### src/csc_pkg.sv
// constants and types shared by the channel sequence configuration block
package csc_pkg;
    // register indices as printed; byte address is four times the index
    localparam logic [7:0] idx_tick_count = 8'h08;
    localparam logic [7:0] idx_chan_first = 8'h09;
    localparam logic [7:0] idx_chan_last = 8'h18;
    localparam logic [7:0] idx_control = 8'h40;
    localparam logic [7:0] idx_status = 8'h41;
    localparam logic [7:0] idx_sequence = 8'h42;
    localparam logic [7:0] idx_limits = 8'h43;

    // channel register fields
    localparam int chan_enable_bit = 23;
    localparam int setup_hi = 22;
    localparam int setup_lo = 20;
    localparam int switch_bit = 19;
    localparam int monitor_bit = 18;
    localparam int input_hi = 17;
    localparam int input_lo = 13;

    localparam logic [23:0] chan0_reset = 24'h800100;
    localparam logic [23:0] chan_reset = 24'h000100;
    localparam logic [7:0] tick_reset = 8'h00;

    // control register bits
    localparam int ctl_tick_enable = 0;
    localparam int ctl_standby_allow = 1;
    localparam int ctl_fifo_enable = 2;
    localparam int ctl_run = 3;

    // main clock prescaler
    localparam logic [7:0] prescale_last = 8'd130;

    typedef enum logic [1:0] {
        csc_active,
        csc_standby,
        csc_powerdown
    } csc_power_t;
endpackage : csc_pkg

### src/csc_top.sv
// channel sequence configuration registers, sequencer and main-clock tick counter
module csc_top (
    input wire logic pclk,
    input wire logic presetn,
    input wire logic psel,
    input wire logic penable,
    input wire logic pwrite,
    input wire logic [11:0] paddr,
    input wire logic [31:0] pwdata,
    output logic [31:0] prdata,
    output logic pready,
    output logic pslverr,
    input wire logic main_clk_pulse,
    input wire logic result_done,
    input wire logic [15:0] result_data,
    input wire csc_pkg::csc_power_t power_state,
    output logic [3:0] conv_channel,
    output logic [2:0] conv_setup,
    output logic [4:0] positive_input_select,
    output logic low_side_switch_enable,
    output logic conv_active,
    output logic limit_flag
);
    logic [23:0] chan_cfg [16];
    logic [7:0] tick_count;
    logic [7:0] prescale;
    logic [3:0] ctl;
    logic [3:0] status_channel;
    logic [15:0] lower_limit_value;
    logic [15:0] upper_limit_value;
    logic [3:0] cur_chan;
    logic [7:0] reg_idx;
    logic access;
    logic wr;
    logic mapped;
    logic any_enabled;
    logic [3:0] next_chan;
    logic [31:0] next_rdata;

    // next enabled channel above cur, wrapping to the lowest enabled one
    function automatic logic [3:0] csc_next_enabled(input logic [15:0] en, input logic [3:0] cur);
        logic [3:0] pick;
        logic found;
        logic [3:0] c;
        pick = cur;
        found = 1'b0;
        for (int i = 1; i <= 16; i++) begin
            c = 4'(int'(cur) + i);
            if (!found && en[c]) begin
                pick = c;
                found = 1'b1;
            end
        end
        return pick;
    endfunction : csc_next_enabled

    // index decode used by both read and write paths
    function automatic logic csc_is_chan(input logic [7:0] idx);
        return idx >= csc_pkg::idx_chan_first && idx <= csc_pkg::idx_chan_last;
    endfunction : csc_is_chan

    logic [15:0] enables;
    always_comb begin
        for (int i = 0; i < 16; i++) begin
            enables[i] = chan_cfg[i][csc_pkg::chan_enable_bit];
        end
    end

    assign reg_idx = paddr[9:2];
    assign access = psel && penable;
    assign wr = access && pwrite && pready;
    assign any_enabled = |enables;
    assign next_chan = csc_next_enabled(enables, cur_chan);
    assign mapped = paddr[1:0] == 2'b00 && paddr[11:10] == 2'b00
        && (reg_idx == csc_pkg::idx_tick_count || csc_is_chan(reg_idx)
        || (reg_idx >= csc_pkg::idx_control && reg_idx <= csc_pkg::idx_limits));

    // channel registers; ownership of a setup value is not exclusive
    always_ff @(posedge pclk or negedge presetn) begin
        if (!presetn) begin
            chan_cfg[0] <= csc_pkg::chan0_reset;
            for (int i = 1; i < 16; i++) begin
                chan_cfg[i] <= csc_pkg::chan_reset;
            end
        end else if (wr && csc_is_chan(reg_idx)) begin
            chan_cfg[4'(reg_idx - csc_pkg::idx_chan_first)] <= pwdata[23:0];
        end
    end

    // control and limit registers
    always_ff @(posedge pclk or negedge presetn) begin
        if (!presetn) begin
            ctl <= 4'h0;
            lower_limit_value <= 16'h0000;
            upper_limit_value <= 16'hffff;
        end else if (wr && reg_idx == csc_pkg::idx_control) begin
            ctl <= pwdata[3:0];
        end else if (wr && reg_idx == csc_pkg::idx_limits) begin
            lower_limit_value <= pwdata[15:0];
            upper_limit_value <= pwdata[31:16];
        end
    end

    // prescaler and tick counter; a bus write to the count index is ignored
    always_ff @(posedge pclk or negedge presetn) begin
        if (!presetn) begin
            prescale <= 8'h00;
            tick_count <= csc_pkg::tick_reset;
        end else if (ctl[csc_pkg::ctl_tick_enable] && main_clk_pulse) begin
            if (prescale == csc_pkg::prescale_last) begin
                prescale <= 8'h00;
                tick_count <= tick_count + 8'h01;
            end else begin
                prescale <= prescale + 8'h01;
            end
        end
    end

    // sequencer: a result completes the current channel and moves on
    always_ff @(posedge pclk or negedge presetn) begin
        if (!presetn) begin
            cur_chan <= 4'h0;
            status_channel <= 4'h0;
        end else if (!any_enabled) begin
            cur_chan <= 4'h0;
        end else if (!enables[cur_chan]) begin
            cur_chan <= next_chan; // resync if current channel got disabled
        end else if (result_done && ctl[csc_pkg::ctl_run]) begin
            status_channel <= cur_chan;
            cur_chan <= next_chan;
        end
    end

    // per-conversion outputs drawn from the active channel's register
    always_ff @(posedge pclk or negedge presetn) begin
        if (!presetn) begin
            conv_channel <= 4'h0;
            conv_setup <= 3'h0;
            positive_input_select <= 5'h00;
            low_side_switch_enable <= 1'b0;
            conv_active <= 1'b0;
        end else begin
            conv_channel <= cur_chan;
            conv_setup <= chan_cfg[cur_chan][csc_pkg::setup_hi:csc_pkg::setup_lo];
            positive_input_select <= chan_cfg[cur_chan][csc_pkg::input_hi:csc_pkg::input_lo];
            conv_active <= ctl[csc_pkg::ctl_run] && enables[cur_chan]
                && power_state == csc_pkg::csc_active;
            // switch stays closed in standby only when explicitly allowed
            low_side_switch_enable <= chan_cfg[cur_chan][csc_pkg::switch_bit]
                && ctl[csc_pkg::ctl_run] && enables[cur_chan]
                && (power_state == csc_pkg::csc_active
                || (power_state == csc_pkg::csc_standby
                && ctl[csc_pkg::ctl_standby_allow]));
        end
    end

    // limit monitor, sticky until the status register is written
    always_ff @(posedge pclk or negedge presetn) begin
        if (!presetn) begin
            limit_flag <= 1'b0;
        end else if (result_done && ctl[csc_pkg::ctl_run] && enables[cur_chan]
                && ctl[csc_pkg::ctl_fifo_enable] && chan_cfg[cur_chan][csc_pkg::monitor_bit]
                && (result_data < lower_limit_value || result_data > upper_limit_value)) begin
            limit_flag <= 1'b1;
        end else if (wr && reg_idx == csc_pkg::idx_status) begin
            limit_flag <= 1'b0;
        end
    end

    // read mux
    always_comb begin
        next_rdata = 32'h00000000;
        if (reg_idx == csc_pkg::idx_tick_count) begin
            next_rdata = {24'h000000, tick_count};
        end else if (csc_is_chan(reg_idx)) begin
            next_rdata = {8'h00, chan_cfg[4'(reg_idx - csc_pkg::idx_chan_first)]};
        end else if (reg_idx == csc_pkg::idx_control) begin
            next_rdata = {28'h0000000, ctl};
        end else if (reg_idx == csc_pkg::idx_status) begin
            next_rdata = {23'h000000, limit_flag, cur_chan, status_channel};
        end else if (reg_idx == csc_pkg::idx_sequence) begin
            next_rdata = {16'h0000, enables};
        end else if (reg_idx == csc_pkg::idx_limits) begin
            next_rdata = {upper_limit_value, lower_limit_value};
        end
    end

    // apb answer: no wait state, pready and data both come from flops loaded in the setup cycle
    always_ff @(posedge pclk or negedge presetn) begin
        if (!presetn) begin
            pready <= 1'b0;
            pslverr <= 1'b0;
            prdata <= 32'h00000000;
        end else if (psel && !penable) begin
            pready <= 1'b1;
            pslverr <= !mapped;
            prdata <= (mapped && !pwrite) ? next_rdata : 32'h00000000;
        end else begin
            pready <= 1'b0;
            pslverr <= 1'b0;
            prdata <= 32'h00000000;
        end
    end
endmodule : csc_top

### config.mk
export PLATFORM = sky130hd
export DESIGN_NAME = csc_top
export DESIGN_NICKNAME = d
export VERILOG_FILES = /design/src/csc_pkg.sv /design/src/csc_top.sv
export SDC_FILE = /design/constraint.sdc
export NUM_CORES = 1
export LEC_CHECK = 0
export BUFFER_PORTS_ARGS = -buffer_cell sky130_fd_sc_hd__buf_2
export CAP_MARGIN = 5
export CORE_ASPECT_RATIO = 1.25
export CORE_MARGIN = 3
export CORE_UTILIZATION = 55
export CTS_CLUSTER_DIAMETER = 200
export DETAILED_ROUTE_END_ITERATION = 16
export GPL_TIMING_DRIVEN = 1
export HOLD_SLACK_MARGIN = 0.08
export PLACE_DENSITY = 0.86
export SYNTH_ARGS = -nofsm -noshare
export SYNTH_HDL_FRONTEND = slang
export SYNTH_SLANG_ARGS = --single-unit
### constraint.sdc
create_clock -name pclk -period 4.92 [get_ports pclk]
set_input_delay 1.23 -clock pclk [delete_from_list [all_inputs] [get_ports pclk]]
set_output_delay 1.23 -clock pclk [all_outputs]
set_load 0.005 [all_outputs]
==> metrics.txt, run 1 <==
run status=completed; Final GP Congestion=approximately 0.93; measured slew at the worst slew-check pin=about 1.0 ns; vias in the first global route=19130; Fmax achieved=0.240 GHz; ys flop type=dfrtp_1; Cell variety after synth=77; drt pass-1 iters=6; Seq/Total Area, Yosys=47.6%; crit path capture type=register; final-report setup violation count=0; Async SR Flop Fraction=100%; Syn Area/Cell=13.4 um2; busiest layer in global routing=met2; fraction of layout cells with a size suffix above 1=~44%; Core ar.=46500 um2; Net Count, Synth=2058; Final Max Slew Viols=0; most frequent cells in the layout=dfrtp_1 (458), mux2_2 (429), mux4_2 (173); critical path required time=5.34 ns; Final Cycle Share=84.6%; cells after synthesis=just under 2000; port bufs=117; Die H=approximately 250 um; post-CTS setup buffer count=0; layout net count=2143; fillers=3279; PwrDens=287 nW/um2; Max-slew headroom=31.2%; vias per cell=6.78; cts hold-fix bufs=0; Max-Cap Viols=0; later-pin clock latency in the skew report=0.60 ns; WP data arrival=4.59 ns; routed wire length=roughly 75000 um; Non-Filler Cell Area, Final=29000 um2; CTS Sinks=about 490; Vias=18308; Clock Root Buffer=clkbuf_16; Layout area overhead=11.6%; CP Class=register to register; EDFF count, synth=0; gr ovfl total=0; total CTS buffers=47; Std-Cell Rows=88; Yosys warnings=0; placed cell areas=27400 um2; largest buffer count on any clock path=3; initial core utilization=56.0%; GRT Total Usage=29.9%; met1 Use GR=about 36%; CTS tree=built; Fin. Hold Viols=0; global routing usage on met2=49.7%; RSZ-0062 raised after global routing=no; Hold Crit Class=register to register; DR WL/cell=27.7 um; flop and latch count out of synthesis=roughly 500; H-tree levels=2; Top Ports=118; cell area after synthesis=26000 um2; R2R setup slack=0.76 ns; initial drt markers=2055; Final min period=4.16 ns; Die Width=201 um; CP startpoint kind=register; met3 track demand over resource=5.96%; pin count of the biggest net entering global routing=105; fin util=62.5%; TNS Setup=0 ns; most common library cell in the layout ignoring fill and taps=dfrtp_1; Worst-path clk slew=0.06 ns; initial antenna violation count=7; die area=50000 um2; Max VDD drop=roughly 0.00023 V; P_leak=13.7 nW; first-pass GRT wire length=116000 um; skew final=0.0288 ns; Final HPWL DP=48700 um; DRC violations left=0; CTS resizes=0; critical-path maximum fanout=36; Antenna Nets Post-Route=0
-- cell type report --
cell class / count / area (um2) / share of cell area (%)
sequential: 493 / 12400 / 42.7
multi-input combinational: 1251 / 12900 / 44.5
clock inverter: 12 / 156 / 0.539
clock buffer: 75 / 1410 / 4.86
tap: 630 / 788 / 2.72
antenna: 6 / 15.0 / 0.0517
inverter: 52 / 195 / 0.672
timing repair buffer: 182 / 1180 / 4.06
-- final timing paths --
check                              start              endpoint  cells past startpoint
max                          cur_chan[1]           cur_chan[3]                     11
min                        tick_count[7]         tick_count[7]                      1
max reg2reg                  cur_chan[1]           cur_chan[3]                     11
min reg2reg                tick_count[7]         tick_count[7]                      1
max in group asynchronous        presetn  upper_limit_value[5]                      2
min in group asynchronous        presetn         chan_cfg[329]                      1
-- routing by layer --
layer	routed length [um]	vias up	share of wire, %
met2	36900	1158	49
met5	10	-	0.013
li1	-	7430	-
met4	4940	2	6.6
met1	26000	9398	35
met3	7030	320	9.4
-- cell usage after synthesis (3+ instances only) --
library cell | number | share of area, %
and3_1 | 5 | 0.12
a21oi_1 | 25 | 0.48
nand3_1 | 36 | 0.69
o21a_1 | 5 | 0.14
nor4_1 | 7 | 0.17
inv_1 | 49 | 0.71
and2_1 | 14 | 0.34
a31oi_1 | 10 | 0.24
a32oi_1 | 21 | 0.71
nand2_1 | 162 | 2.3
nor2b_1 | 10 | 0.24
dfstp_2 | 33 | 3.3
nand4_1 | 13 | 0.31
nor2_1 | 61 | 0.88
dfrtp_1 | 460 | 44
nand2b_1 | 12 | 0.29
xnor2_1 | 14 | 0.47
nor3_1 | 9 | 0.17
ha_1 | 47 | 2.3
or3_1 | 4 | 0.096
o22ai_1 | 7 | 0.17
mux2i_1 | 22 | 0.85
nand3b_1 | 26 | 0.75
buf_1 | 33 | 0.48
clkbuf_1 | 101 | 1.5
o21ai_0 | 34 | 0.65
o31ai_1 | 4 | 0.12
buf_6 | 5 | 0.22
mux4_2 | 173 | 15
a21o_1 | 13 | 0.37
a22oi_1 | 13 | 0.37
inv_2 | 3 | 0.043
mux2_2 | 429 | 19
a22o_1 | 7 | 0.24
a211oi_1 | 10 | 0.29
buf_2 | 6 | 0.12
xor2_1 | 6 | 0.20
o211ai_1 | 5 | 0.14
a21boi_0 | 3 | 0.087
-- critical path, cell delays in order, from the launching register on --
cell and delay [ns]:
dfrtp_2 0.36, buf_4 0.52, ha_1 0.39, xor2_1 0.60, mux4_2 0.51, nor2b_1 0.33, nand4_2 0.19, buf_4 0.20
nor2_1 0.24, a21oi_1 0.08, o311ai_0 0.38, o311ai_1 0.17
-- sequential cells by signal, summed over array words and instances (netlist names), 3 cells and up --
register	count
tick_count	8
chan_cfg	384
status_channel	4
positive_input_select	5
cur_chan	4
conv_channel	4
upper_limit_value	16
prdata	32
conv_setup	3
prescale	8
lower_limit_value	16
ctl	4
-- metrics by stage --
| stage | power [mW] | worst slack [ns] | std cells | hold WS, ns |
|---|---|---|---|---|
| global route | 8.58 | 0.550 | 2700 | 0.505 |
| detailed placement | 4.76 | 0.745 | 2608 | 0.475 |
| finish | 8.34 | 0.759 | 2701 | 0.493 |
| CTS | 8.35 | 0.850 | 2695 | 0.489 |
| floorplan | 4.48 | 0.0707 | 1942 | 0.349 |
| global placement | 4.74 | 0.829 | 2608 | 0.469 |
-- kinds of logic after synthesis --
kind of cell | count (synthesis) | synth area share [%]
XOR/XNOR | 23 | 0.861
AO/OA/AOI/OAI | 179 | 4.77
multiplexers | 626 | 34.5
AND/OR/NAND/NOR | 376 | 7.03
buffers and inverters | 198 | 3.04
adder cells (fa/ha/maj) | 47 | 2.26
flip-flops | 493 | 47.6
-- power breakdown --
part           internal [mW]  leakage, nW  total, mW  switching [mW]
clock                   2.04        0.763       3.65            1.61
combinational          0.198         6.13      0.602           0.404
sequential              4.07         6.76       4.09          0.0149
total                   6.31         13.7       8.34            2.02
No activity file was read; power rests on OpenSTA's default activity.
==> run 2, diff against run 1 <==
==> constraint.sdc (replaced) <==
create_clock -name pclk -period 3.8 [get_ports pclk]
set_input_delay 0.95 -clock pclk [delete_from_list [all_inputs] [get_ports pclk]]
set_output_delay 0.95 -clock pclk [all_outputs]
set_load 0.005 [all_outputs]
==> metrics.txt, run 2 (synthesis results as in run 1) <==
run status=completed (unchanged); Worst Hold Slack=0.372 ns (was 0.493 ns); worst setup margin=0.247 ns (was 0.759 ns); drt pass-1 iters=5 (was 6); port bufs=117 (unchanged); Final Max Slew Viols=0 (unchanged); Fmax achieved=0.281 GHz (was 0.240 GHz); DRC violations left=0 (unchanged); Max-slew headroom=46.6% (was 31.2%); Std-Cell Rows=88 (unchanged); Max VDD drop=0.000276 V (was 0.000233 V); biggest regs=chan_cfg x384, prdata x32 (unchanged); layout net count=2186 (was 2143); vias in the first global route=19846 (was 19130); Vias=18618 (was 18308); measured slew at the worst slew-check pin=0.801 ns (was 1.03 ns); initial antenna violation count=6 (was 7); Largest register FFs=384 (unchanged); total CTS buffers=47 (unchanged); Worst-path clk slew=0.07 ns (was 0.06 ns); vias per cell=6.79 (was 6.78); Final min period=3.55 ns (was 4.16 ns); most common library cell in the layout ignoring fill and taps=dfrtp_1 (unchanged); most frequent cells in the layout=dfrtp_1 (458), mux2_2 (429), mux4_2 (173) (unchanged); Core ar.=46500 um2 (unchanged); Clock Root Buffer=clkbuf_16 (unchanged); Fin. Hold Viols=0 (unchanged); Power Total=11.0 mW (was 8.34 mW); critical path cell sequence=inv_1 -> ha_1 -> mux4_2 -> mux2i_1 -> mux2i_1 -> nor3_2 -> nand4_4 -> nor2_2 -> nand2_1 -> a31o_2 -> o41ai_2 -> mux2_1 (was buf_4 -> ha_1 -> xor2_1 -> mux4_2 -> nor2b_1 -> nand4_2 -> buf_4 -> nor2_1 -> a21oi_1 -> o311ai_0 -> o311ai_1); DR WL/cell=28.3 um (was 27.7 um); GRT Total Usage=30.8% (was 29.9%); RSZ-0062 raised after global routing=no (unchanged); PwrDens=373 nW/um2 (was 287 nW/um2); Placed Cells=2651 (was 2608); Max-Cap Viols=0 (unchanged); Layout area overhead=13.6% (was 11.6%); later-pin clock latency in the skew report=0.58 ns (was 0.60 ns); Top Ports=118 (unchanged); H-tree levels=2 (unchanged); critical path required time=4.25 ns (was 5.34 ns); pin count of the biggest net entering global routing=88 (was 105); P_leak=13.9 nW (was 13.7 nW); CP max stage delay=0.52 ns (was 0.60 ns); routed wire length=77500 um (was 74900 um); Non-Filler Instances=2743 (was 2701); Die H=249 um (unchanged); initial drt markers=1954 (was 2055); gr ovfl total=0 (unchanged); Hold Crit Class=primary input to asynchronous set/reset pin (was register to register); Die Width=201 um (unchanged); Antenna Nets Post-Route=0 (unchanged); CP max-delay cell=mux4_2 (was xor2_1); Place WS=0.197 ns (was 0.745 ns); Final HPWL DP=51400 um (was 48700 um); cell depth of the worst setup path=12 (was 11); die area=50000 um2 (unchanged); CP startpoint kind=register (unchanged); Buffers & Inverters on Critical Path=1 (was 2); CP Class=register to register (unchanged); Most flops, register=chan_cfg (unchanged); first-pass GRT wire length=119000 um (was 116000 um); CP most frequent cell=mux2i_1 (was buf_4); skew final=0.0182 ns (was 0.0288 ns); initial core utilization=56.0% (unchanged); CTS tree=built (unchanged); critical-path maximum fanout=8 (was 36); largest buffer count on any clock path=3 (unchanged); Final Cycle Share=93.5% (was 84.6%); critical path's top delay family=multiplexers (was simple AND/OR/NAND/NOR gates); post-CTS setup buffer count=0 (unchanged); crit path capture type=register (unchanged); fraction of layout cells with a size suffix above 1=45.9% (was 44.3%); WP data arrival=4.01 ns (was 4.59 ns); worst r2r path cells=12 (was 11); Final GP Congestion=0.976 (was 0.931); fillers=3190 (was 3279); CTS Sinks=493 (unchanged); final-report setup violation count=0 (unchanged)
-- run 2: cell count changes in the layout (fill, tap and decap cells not counted), sizes merged --
| cell | delta |
|---|---|
| buf | +43 |
| bufinv | +5 |
| clkbuf | -4 |
| clkinv | -1 |
| diode | -1 |
-- run 2: layout make-up --
class                           instances  area (um2)  area share (%)
Antenna cell                            5        12.5          0.0423
Clock buffer                           71        1350            4.55
Clock inverter                         16         259           0.876
Inverter                               52         200           0.677
Multi-Input combinational cell       1251       13000            43.8
Sequential cell                       493       12400            41.9
Tap cell                              630         788            2.67
Timing Repair Buffer                  225        1610            5.45
-- run 2: worst reg2reg max path, cell delays in order, from the launching register on --
cell	delay, ns
dfrtp_2	0.41
inv_1	0.30
ha_1	0.29
mux4_2	0.52
mux2i_1	0.37
mux2i_1	0.23
nor3_2	0.21
nand4_4	0.18
nor2_2	0.16
nand2_1	0.07
a31o_2	0.30
o41ai_2	0.07
mux2_1	0.35
-- run 2: repair_timing --
action,CTS,global route
resized for setup,0,1
hold buffers,0,0
setup endpoints to repair,0,1
-- run 2: worst paths after layout --
kind,from,end,slack [ns]
worst max-delay path,cur_chan[1],cur_chan[1],0.25
worst min-delay path,presetn,prdata[16],0.37
worst max register to register,cur_chan[1],cur_chan[1],0.25
worst min register to register,chan_cfg[275],chan_cfg[275],0.50
max in group asynchronous,presetn,chan_cfg[176],2.40
min in group pclk,chan_cfg[275],chan_cfg[275],0.50
-- run 2: through the flow --
stage | area, um2 | TNS, ns | utilization [%]
6_report | 29600 | 0 | 63.6
4_1_cts | 29600 | 0 | 63.6
3_3_place_gp | 27900 | 0 | 60.1
5_1_grt | 29600 | 0 | 63.6
2_1_floorplan | 26200 | -0.433 | -
3_5_place_dp | 27900 | 0 | 60.1
-- run 2: where the power goes --
| part | leakage, nW | internal [mW] | total (mW) | switching (mW) |
|---|---|---|---|---|
| logic | 6.39 | 0.277 | 0.808 | 0.531 |
| clock network | 0.782 | 2.87 | 4.92 | 2.06 |
| registers | 6.76 | 5.28 | 5.30 | 0.0216 |
| total | 13.9 | 8.42 | 11.0 | 2.61 |
-- run 2: per-layer routing --
layer  vias to the layer above  track usage, %  wire length, um
met5                         -               0               16
met4                         2            20.0             5970
met3                       425            7.02             7080
met2                      1212            51.7            38200
met1                      9468            35.7            26200
li1                       7511               -                -
